<file path="config.mk">
export PLATFORM = sky130hd
export DESIGN_NAME = dma_status_top
export DESIGN_NICKNAME = d
export VERILOG_FILES = /design/src/dma_status_pkg.sv /design/src/dma_status_top.sv
export SDC_FILE = /design/constraint.sdc
export NUM_CORES = 1
export LEC_CHECK = 0
export ABC_AREA = 1
export BUFFER_PORTS_ARGS = -buffer_cell sky130_fd_sc_hd__buf_4
export CAP_MARGIN = 0
export CORE_MARGIN = 8
export CORE_UTILIZATION = 40
export CTS_CLUSTER_SIZE = 12
export DETAILED_ROUTE_END_ITERATION = 6
export PLACE_DENSITY = 0.65
export SETUP_SLACK_MARGIN = 0.4
export SYNTH_ARGS = -nofsm -noshare
export SYNTH_HDL_FRONTEND = slang
export SYNTH_SLANG_ARGS = --single-unit
</file>
<file path="constraint.sdc">
create_clock -name SYS_CLK -period 1.6 [get_ports SYS_CLK]
set_input_delay 0.16 -clock SYS_CLK [delete_from_list [all_inputs] [get_ports SYS_CLK]]
set_output_delay 0.16 -clock SYS_CLK [all_outputs]
set_load 0.01 [all_outputs]
</file>
<file path="src/dma_status_pkg.sv">
// constants for the bus-master status and descriptor-pointer block
// assumes a word-wide register port, byte address = register index * 4
package dma_status_pkg;

  // ==========================================================
  // register indices (byte address is index times four)
  localparam logic [9:0] IDX_DMA_CONTROL = 10'h000;
  localparam logic [9:0] IDX_DMA_STATUS = 10'h002;
  localparam logic [9:0] IDX_DESC_PTR = 10'h004;
  localparam logic [9:0] IDX_TIMING = 10'h040;
  localparam logic [9:0] IDX_READY_TIMER = 10'h078;
  localparam logic [9:0] IDX_EVENT = 10'h080;
  localparam logic [9:0] IDX_EVENT_MASK = 10'h081;
  localparam int ADDR_W = 12;

  // ==========================================================
  // field positions
  localparam int CTL_GO_BIT = 0;
  localparam int CTL_DIR_BIT = 3;
  localparam int ST_ACTIVE_BIT = 0;
  localparam int ST_ERROR_BIT = 1;
  localparam int ST_IRQ_BIT = 2;
  localparam int ST_TIMEOUT_BIT = 3;
  localparam int TIM_DEV0_BUF_BIT = 2;
  localparam int TIM_DEV1_BUF_BIT = 6;
  localparam int TIM_DECODE_BIT = 15;
  localparam int RDY_EN_BIT = 31;
  localparam int RDY_LIMIT_W = 16;
  localparam int EV_DONE_BIT = 3;

  // ==========================================================
  // reset values and fixed counts
  localparam logic [15:0] TIMING_RESET = 16'h0000;
  localparam logic [29:0] DESC_PTR_RESET = 30'h00000000;
  localparam logic [15:0] RDY_LIMIT_RESET = 16'h00ff;
  localparam logic [3:0] EVENT_MASK_RESET = 4'h0;
  localparam logic [29:0] DESC_STRIDE_WORDS = 30'h00000002;

  // engine state
  typedef enum logic [2:0] {
    ST_IDLE = 3'b001,
    ST_RUN = 3'b010,
    ST_DONE = 3'b100
  } engine_state_t;

endpackage : dma_status_pkg

</file>
<file path="src/dma_status_top.sv">
// status, descriptor pointer and timing-control block of a bus-master channel
// assumes the data mover reports region completion and buffer faults, and
// that the device interrupt and ready lines arrive asynchronously on pins
// Operation
// - ready-wait timer expiry sets timeout flag, W1C
// - device interrupt rising edge sets latch, W1C
// - transfer completion also sets interrupt latch
// - latch holds after device line falls
// - buffer overflow/underflow while engine running sets error flag, W1C
// - writing go bit sets engine active
// - final region finished clears engine active
// - writing go bit zero aborts, clears active
// - 32-bit pointer, bits 31-2 read/write
// - pointer low two bits read zero
// - pointer advances unless end of table
// - 16-bit timing register, decode and buffering
// - buffering enabled routes PIO through FIFO
// - start on 0-to-1, zero ends for good
// - writing zero leaves W1C flags unchanged
// - decode disabled blocks PIO cable activity
`timescale 1ns/1ps
module dma_status_top (
  // clock and reset
  input wire logic SYS_CLK,
  input wire logic RST_N,
  // register port
  input wire logic [dma_status_pkg::ADDR_W-1:0] REG_ADDR,
  input wire logic [31:0] REG_WDATA,
  input wire logic REG_WR,
  input wire logic REG_RD,
  output logic [31:0] REG_RDATA,
  // device pins, asynchronous
  input wire logic DEV_INTRQ,
  input wire logic DEV_IORDY,
  // data mover status
  input wire logic REGION_DONE,
  input wire logic REGION_EOT,
  input wire logic FIFO_OVERFLOW,
  input wire logic FIFO_UNDERFLOW,
  input wire logic READY_WAIT,
  // pio request path
  input wire logic PIO_REQ,
  input wire logic PIO_DEV_SEL,
  output logic PIO_CABLE_REQ,
  output logic PIO_VIA_FIFO,
  // engine control
  output logic DMA_START,
  output logic DMA_ABORT,
  output logic DMA_ACTIVE,
  output logic DMA_TO_MEMORY,
  output logic [31:0] DESC_ADDR,
  // interrupt
  output logic IRQ
);
  import dma_status_pkg::*;

  // ==========================================================
  // address decode
  logic [9:0] reg_idx;
  logic addr_ok;
  logic wr_ctl, wr_st, wr_ptr, wr_tim, wr_rdy, wr_msk;
  logic rd_ev;

  // one comparator shape for every register select
  function automatic logic hit(input logic [9:0] idx, input logic [9:0] want);
    hit = (idx == want);
  endfunction : hit

  // misaligned byte addresses select nothing, so stray writes are dropped
  assign reg_idx = REG_ADDR[ADDR_W-1:2];
  assign addr_ok = (REG_ADDR[1:0] == 2'h0);
  assign wr_ctl = REG_WR & addr_ok & hit(reg_idx, IDX_DMA_CONTROL);
  assign wr_st = REG_WR & addr_ok & hit(reg_idx, IDX_DMA_STATUS);
  assign wr_ptr = REG_WR & addr_ok & hit(reg_idx, IDX_DESC_PTR);
  assign wr_tim = REG_WR & addr_ok & hit(reg_idx, IDX_TIMING);
  assign wr_rdy = REG_WR & addr_ok & hit(reg_idx, IDX_READY_TIMER);
  assign wr_msk = REG_WR & addr_ok & hit(reg_idx, IDX_EVENT_MASK);
  assign rd_ev = REG_RD & addr_ok & hit(reg_idx, IDX_EVENT);

  // ==========================================================
  // pin synchronisers: three stages, change taken when last two agree
  logic [2:0] intrq_s_q, iordy_s_q;
  logic intrq_q, iordy_q, intrq_prev_q;

  always_ff @(posedge SYS_CLK or negedge RST_N) begin
    if (!RST_N) begin
      // interrupt resets to its idle low, ready to its pulled-up high
      intrq_s_q <= 3'h0;
      iordy_s_q <= 3'h7;
    end else begin
      intrq_s_q <= {intrq_s_q[1:0], DEV_INTRQ};
      iordy_s_q <= {iordy_s_q[1:0], DEV_IORDY};
    end
  end

  // filtered levels, stage 0 is never looked at
  always_ff @(posedge SYS_CLK or negedge RST_N) begin
    if (!RST_N) begin
      intrq_q <= 1'b0;
      iordy_q <= 1'b1;
      // matches the idle line, so leaving reset gives no false edge
      intrq_prev_q <= 1'b0;
    end else begin
      if (intrq_s_q[1] == intrq_s_q[2]) intrq_q <= intrq_s_q[2];
      if (iordy_s_q[1] == iordy_s_q[2]) iordy_q <= iordy_s_q[2];
      intrq_prev_q <= intrq_q;
    end
  end

  logic intrq_rise;
  // one-cycle pulse taken from the filtered level only
  assign intrq_rise = intrq_q & ~intrq_prev_q;

  // ==========================================================
  // control register and engine sequencing
  logic go_q, dir_q;
  engine_state_t state_q, state_d;
  logic go_rise, go_fall, last_done;

  // the start edge is judged against the stored bit, not the write alone
  assign go_rise = wr_ctl & REG_WDATA[CTL_GO_BIT] & ~go_q;
  assign go_fall = wr_ctl & ~REG_WDATA[CTL_GO_BIT] & go_q;
  // completion only counts while a transfer is really running
  assign last_done = (state_q == ST_RUN) & REGION_DONE & REGION_EOT;

  // go bit stays set after completion; only the 0-to-1 change starts
  always_ff @(posedge SYS_CLK or negedge RST_N) begin
    if (!RST_N) begin
      go_q <= 1'b0;
      dir_q <= 1'b0;
    end else if (wr_ctl) begin
      go_q <= REG_WDATA[CTL_GO_BIT];
      // direction is frozen while a transfer runs
      if (state_q != ST_RUN) dir_q <= REG_WDATA[CTL_DIR_BIT];
    end
  end

  // engine state: a stop always lands in idle, no resume possible
  always_comb begin
    state_d = state_q;
    case (state_q)
      ST_IDLE: begin
        if (go_rise) state_d = ST_RUN;
      end
      ST_RUN: begin
        if (go_fall) state_d = ST_IDLE;
        else if (last_done) state_d = ST_DONE;
      end
      ST_DONE: begin
        if (go_fall) state_d = ST_IDLE;
        else if (go_rise) state_d = ST_RUN;
      end
      default: state_d = ST_IDLE;
    endcase
  end

  // engine state register
  always_ff @(posedge SYS_CLK or negedge RST_N) begin
    if (!RST_N) state_q <= ST_IDLE;
    else state_q <= state_d;
  end

  // ==========================================================
  // descriptor table pointer
  // the two low bits are never stored, so they cannot read back set
  logic [29:0] ptr_q;

  // software load wins over the hardware step; loading while running
  // is a software fault in any case
  always_ff @(posedge SYS_CLK or negedge RST_N) begin
    if (!RST_N) begin
      ptr_q <= DESC_PTR_RESET;
    end else if (wr_ptr) begin
      ptr_q <= REG_WDATA[31:2];
    end else if ((state_q == ST_RUN) && REGION_DONE && !REGION_EOT) begin
      ptr_q <= ptr_q + DESC_STRIDE_WORDS;
    end
  end

  // ==========================================================
  // timing control and ready-wait timer configuration
  logic [15:0] tim_q;
  logic rdy_en_q;
  logic [RDY_LIMIT_W-1:0] rdy_limit_q;

  always_ff @(posedge SYS_CLK or negedge RST_N) begin
    if (!RST_N) begin
      tim_q <= TIMING_RESET;
    end else if (wr_tim) begin
      // only defined bits store, the rest of the 16 read zero
      tim_q <= 16'h0000;
      tim_q[TIM_DECODE_BIT] <= REG_WDATA[TIM_DECODE_BIT];
      tim_q[TIM_DEV1_BUF_BIT] <= REG_WDATA[TIM_DEV1_BUF_BIT];
      tim_q[TIM_DEV0_BUF_BIT] <= REG_WDATA[TIM_DEV0_BUF_BIT];
    end
  end

  // enable and limit are written together as one word
  always_ff @(posedge SYS_CLK or negedge RST_N) begin
    if (!RST_N) begin
      rdy_en_q <= 1'b0;
      rdy_limit_q <= RDY_LIMIT_RESET;
    end else if (wr_rdy) begin
      rdy_en_q <= REG_WDATA[RDY_EN_BIT];
      rdy_limit_q <= REG_WDATA[RDY_LIMIT_W-1:0];
    end
  end

  // ==========================================================
  // ready-wait timer: counts while a strobe waits on a low ready line
  logic [RDY_LIMIT_W-1:0] rdy_cnt_q;
  logic rdy_fired_q;
  logic rdy_expire;

  assign rdy_expire = rdy_en_q & READY_WAIT & ~iordy_q & ~rdy_fired_q &
                      (rdy_cnt_q == rdy_limit_q);

  // fires once per wait so a stuck device raises one event
  // limitation: a wait that outlasts the limit gives no second event
  always_ff @(posedge SYS_CLK or negedge RST_N) begin
    if (!RST_N) begin
      rdy_cnt_q <= '0;
      rdy_fired_q <= 1'b0;
    end else if (!(rdy_en_q && READY_WAIT && !iordy_q)) begin
      rdy_cnt_q <= '0;
      rdy_fired_q <= 1'b0;
    end else if (rdy_expire) begin
      rdy_fired_q <= 1'b1;
    end else if (!rdy_fired_q) begin
      rdy_cnt_q <= rdy_cnt_q + 1'b1;
    end
  end

  // ==========================================================
  // status flags; hardware set beats a same-cycle software clear
  logic timeout_q, irq_latch_q, buf_err_q;
  logic clr_timeout, clr_irq, clr_err;
  logic set_irq, set_err;

  assign clr_timeout = wr_st & REG_WDATA[ST_TIMEOUT_BIT];
  assign clr_irq = wr_st & REG_WDATA[ST_IRQ_BIT];
  assign clr_err = wr_st & REG_WDATA[ST_ERROR_BIT];
  assign set_irq = intrq_rise | last_done;
  assign set_err = (state_q == ST_RUN) & (FIFO_OVERFLOW | FIFO_UNDERFLOW);

  // latch ignores the falling line: only a 1 write clears it
  always_ff @(posedge SYS_CLK or negedge RST_N) begin
    if (!RST_N) begin
      timeout_q <= 1'b0;
      irq_latch_q <= 1'b0;
      buf_err_q <= 1'b0;
    end else begin
      timeout_q <= (timeout_q & ~clr_timeout) | rdy_expire;
      irq_latch_q <= (irq_latch_q & ~clr_irq) | set_irq;
      buf_err_q <= (buf_err_q & ~clr_err) | set_err;
    end
  end

  // active bit mirrors the engine state, there is nothing to clear
  logic [15:0] status_word;
  always_comb begin
    status_word = 16'h0000;
    status_word[ST_TIMEOUT_BIT] = timeout_q;
    status_word[ST_IRQ_BIT] = irq_latch_q;
    status_word[ST_ERROR_BIT] = buf_err_q;
    status_word[ST_ACTIVE_BIT] = (state_q == ST_RUN);
  end

  // ==========================================================
  // interrupt events: sticky, cleared by reading the event register
  logic [3:0] ev_q, mask_q, ev_set;

  assign ev_set = {last_done, intrq_rise, set_err, rdy_expire};

  // a read and a new event in one cycle keep the new event

  always_ff @(posedge SYS_CLK or negedge RST_N) begin
    if (!RST_N) ev_q <= 4'h0;
    else ev_q <= (rd_ev ? 4'h0 : ev_q) | ev_set;
  end

  // mask only gates the output, events still collect underneath
  always_ff @(posedge SYS_CLK or negedge RST_N) begin
    if (!RST_N) mask_q <= EVENT_MASK_RESET;
    else if (wr_msk) mask_q <= REG_WDATA[3:0];
  end

  // ==========================================================
  // read data, valid only the cycle after the strobe
  logic [31:0] rd_mux;
  always_comb begin
    rd_mux = 32'h00000000;
    if (addr_ok) begin
      case (reg_idx)
        IDX_DMA_CONTROL: begin
          rd_mux[CTL_GO_BIT] = go_q;
          rd_mux[CTL_DIR_BIT] = dir_q;
        end
        IDX_DMA_STATUS: rd_mux[15:0] = status_word;
        IDX_DESC_PTR: rd_mux = {ptr_q, 2'b00};
        IDX_TIMING: rd_mux[15:0] = tim_q;
        IDX_READY_TIMER: begin
          rd_mux[RDY_EN_BIT] = rdy_en_q;
          rd_mux[RDY_LIMIT_W-1:0] = rdy_limit_q;
        end
        IDX_EVENT: rd_mux[3:0] = ev_q;
        IDX_EVENT_MASK: rd_mux[3:0] = mask_q;
        default: rd_mux = 32'h00000000;
      endcase
    end
  end

  // idle cycles return zero so a stray sample is harmless
  always_ff @(posedge SYS_CLK or negedge RST_N) begin
    if (!RST_N) REG_RDATA <= 32'h00000000;
    else if (REG_RD) REG_RDATA <= rd_mux;
    else REG_RDATA <= 32'h00000000;
  end

  // ==========================================================
  // outputs to the data mover and pio path
  // start and abort are registered pulses, one cycle each
  always_ff @(posedge SYS_CLK or negedge RST_N) begin
    if (!RST_N) begin
      DMA_START <= 1'b0;
      DMA_ABORT <= 1'b0;
    end else begin
      DMA_START <= go_rise & (state_q != ST_RUN);
      DMA_ABORT <= go_fall & (state_q == ST_RUN);
    end
  end

  assign DMA_ACTIVE = (state_q == ST_RUN);
  assign DMA_TO_MEMORY = dir_q;
  assign DESC_ADDR = {ptr_q, 2'b00};
  // no cable cycle at all while decode is off
  assign PIO_CABLE_REQ = PIO_REQ & tim_q[TIM_DECODE_BIT];
  // pio data borrows the dma fifo for the selected device
  assign PIO_VIA_FIFO = PIO_DEV_SEL ? tim_q[TIM_DEV1_BUF_BIT]
                                    : tim_q[TIM_DEV0_BUF_BIT];
  // level interrupt, drops once the events are read or masked off
  assign IRQ = |(ev_q & mask_q);

endmodule : dma_status_top

</file>
==> metrics <==
FFs w/ async S/R, synth=1.00; capturing point of the worst reg2reg path=ptr_q[11]; first-pass GRT wire length=39700 µm; violations in the final reports=negative setup slack; RSZ-0062 raised after global routing=true; number of placed I/O pins=~130; number of violations reported at the end of detailed-routing iteration 0=about 560; Post-Synthesis Mean Instance Area=approximately 7.1 µm²; Hold Startpoint=REG_WDATA[19]; maximum fanout along the worst path=4; smallest setup slack after layout=-78.2 ps; vertical extent of the die=148 µm; max-cap viol count=0; antenna violation net count after detailed routing=0; cell area power density=roughly 760 nW/µm²; critical path startpoint category=register; sequential-to-total area share from yosys stat=0.454; IR Drop Worst-Case VDD=between 0.8 and 0.9 mV; required time at the endpoint of the critical path=1920 ps; insertion delay to the later sink of the worst-skew pair=430 ps; Area contributors post-synth=sky130_fd_sc_hd__dfrtp_1 (41%), sky130_fd_sc_hd__nand2_1 (19%), sky130_fd_sc_hd__nand3_1 (6.5%); Floorplan Core Area=between 15000 and 20000 µm²; Syn Std Cell Area=about 7000 µm²; max-slew violation total from the final report=0; most instantiated cells after synthesis=sky130_fd_sc_hd__nand2_1 (362), sky130_fd_sc_hd__dfrtp_1 (113), sky130_fd_sc_hd__inv_1 (111), sky130_fd_sc_hd__nor2_1 (95), sky130_fd_sc_hd__nand3_1 (91); Util after Layout=0.648; total stage count of the critical path=7; number of global-route vias before repair=roughly 7700; placed inst area=roughly 9000 µm²; count leader, synth=sky130_fd_sc_hd__nand2_1; count of cell types in the netlist=37; setup slack after placement=-14.9 ps; number of synthesized flops with an enable pin=0; grt total ovfl=0; die outline width=148 µm; longest individual stage delay on the worst path=~420 ps; maximum clock frequency=slightly below 600 MHz; layout filler cell count=~1400; switching power=~2.2 mW; post-route fraction of the period consumed by the critical path=1.05; flip-flop and latch count after synthesis=between 100 and 150; classification of the worst setup path=register to register; maximum number of pins on one net before global-route repair=66; number of sinks handled by clock tree synthesis=126; detailed-route DRC error count=0; sum of routed wire length over all layers=26500 µm; total die area=21900 µm²; sequential share of power=0.400; setup violators final=4; number of cells on the worst reg-to-reg path=7; top cell family by delay on the critical path=simple AND/OR/NAND/NOR gates; Area growth syn-to-layout=59.3%; CTS max path bufs=2; maximum clock skew at final layout=between 9 and 10 ps; Post-layout nets=roughly 1300; row cnt=between 40 and 50; Final Critical Period=around 1700 ps; launching point of the worst reg2reg path=ptr_q[4]; Critical Path Most Common Cell=sky130_fd_sc_hd__nand2_1; global placer's final weighted congestion=0.937; detailed-router iteration count before antenna repair=5; Worst Path Buf+Inv=1; top flip-flop cell by instance count after synthesis=sky130_fd_sc_hd__dfrtp_1; I/O Buffers=around 130; critical path capture point type=register; status=finished, violations left; post-layout power=roughly 8.5 mW; CTS buffer count=17; via count of the routed design=7948; cell taking the most area after synthesis=sky130_fd_sc_hd__dfrtp_1; clock share of power=0.484; post-CTS clock slew at the launch and capture registers of the worst setup and hold paths=approximately 60 ps; internal power contribution=6.26 mW; layout cells sized above 1=0.390; cell count after synthesis=981; routed wire length per instance=~17 µm; clock tree from TritonCTS=yes; endpoints failing hold=0; Initial Utilization=0.406; area share of the leading cell type in the synthesized netlist=0.405; number of synthesis warnings=0; final standard cell area without fillers=between 10000 and 15000 µm²; H-tree Lvls=4; library cell used as clock root buffer=sky130_fd_sc_hd__clkbuf_16; cell with the largest stage delay on the worst path=sky130_fd_sc_hd__dfrtp_2; number of antenna violations at the first check in global routing=2; LEAKAGE=5.43 nW; Logic pwr share=0.116; class of the tightest hold or removal check=primary input to register; DR vias/cell=about 5.2; global router's overall resource usage=0.229; worst reg2reg setup slack=-80 ps; endpoint of the worst setup timing path=ptr_q[11]; final-layout setup total negative slack=-234 ps; switching power share of the total=0.261; DP Wirelength=~17000 µm; source of the critical timing path=ptr_q[4]; data arrival time of the critical path=2000 ps; Critical Path, Cell by Cell=inv_1, nor3_1, nand2_1, nor2_4, nand2_1, nand3_1, nand3_2
-- how the worst min path moves through the flow --
stage	endpoint	slack, ps	cells past startpoint
detailed placement	rdy_cnt_q[1]	210	2
global route	ev_q[3]	30	3
CTS	ptr_q[25]	20	5
finish	ptr_q[17]	20	5
floorplan	DMA_ABORT	-140	0
global placement	rdy_cnt_q[1]	210	2
-- layout by cell type (no fill, tap or decap), drive strengths merged --
| cell | instances |
|---|---|
| o2111ai | 1 |
| clkinv | 6 |
| inv | 128 |
| dlygate4sd3 | 26 |
| nor2 | 104 |
| conb | 2 |
| xor2 | 14 |
| nand2 | 370 |
| a31oi | 2 |
| dfrtp | 113 |
| nand3b | 3 |
| o211ai | 5 |
| a21oi | 17 |
| maj3 | 2 |
| clkbuf | 18 |
| diode | 2 |
| xnor2 | 3 |
| nand4 | 15 |
| mux2 | 1 |
| o31ai | 3 |
| and2 | 1 |
| buf | 268 |
| nand3 | 94 |
| dfstp | 13 |
| bufinv | 3 |
| nor3 | 31 |
| o21ai | 44 |
| ha | 2 |
| clkinvlp | 2 |
-- logic make-up after synthesis --
| logic type | Yosys count | share of synthesized area |
|---|---|---|
| compound gates | 72 | 0.0554 |
| xor+xnor | 17 | 0.0213 |
| fa+ha+maj | 4 | 0.00645 |
| buf+inv | 144 | 0.0857 |
| flops | 126 | 0.454 |
| mux | 1 | 0.00161 |
| other cells | 1 | 0.000537 |
| simple gates | 616 | 0.375 |
-- layer usage --
metal  global-route usage  share of wire  vias to the layer above  wire (µm)
li1                     -              -                     3695          -
met2                0.377           0.49                      392      13000
met1                0.282           0.39                     3763      10400
met5                    0              0                        -          0
met3               0.0556          0.080                       98       2110
met4               0.0933          0.035                        0        929
-- stage by stage --
stage,cells,hold slack [ps]
after floorplan,982,-136
after global placement,1393,211
after detailed placement,1393,214
after CTS,1492,15.2
after global routing,1518,30.4
final,1518,24.1
-- worst register-to-register path: cells and delay by family (launching register included) --
family | cells | cell delay (ps)
flip-flops | 1 | 420
AND/OR/NAND/NOR | 6 | 1040
buffers and inverters | 1 | 110
-- state kept, by name, indices dropped and copies added, names as in the netlist, 3 cells and up --
name and cells:
REG_RDATA 32, ptr_q 30, rdy_cnt_q 16, rdy_limit_q 16
ev_q 4, mask_q 4, intrq_s_q 3, iordy_s_q 3
state_q 3, tim_q 3
-- power groups by stage --
| stage | Combinational [mW] | Sequential, mW | Clock, mW |
|---|---|---|---|
| after CTS | 0.887 | 3.37 | 4.11 |
| after global routing | 1.07 | 3.39 | 4.27 |
| after global placement | 0.676 | 3.43 | 0 |
| after detailed placement | 0.684 | 3.43 | 0 |
| after floorplan | 0.251 | 3.44 | 0 |
| final | 0.982 | 3.38 | 4.10 |
-- area by class of cell --
type                            instances  area, µm²  share of cell area
Timing Repair Buffer                  294       2600               0.234
Tap cell                              225        282              0.0253
Antenna cell                            2       5.00            0.000450
Inverter                              121        484              0.0435
Timing Repair inverter                  4       37.5             0.00337
Sequential cell                       126       3190               0.287
Clock inverter                         14        184              0.0165
Multi-Input combinational cell        714       3910               0.352
Clock buffer                           18        429              0.0386
-- repair_timing --
action | 4_1_cts | 5_1_grt
pin swaps | 41 | 34
hold buffers | 26 | 0
setup buffers | 36 | 23
endpoints found under the setup margin | 81 | 109
gates resized for setup | 164 | 116
gates cloned | 5 | 1
endpoints found under the hold margin | 146 | 0
No activity file was read; power rests on OpenSTA's default activity.
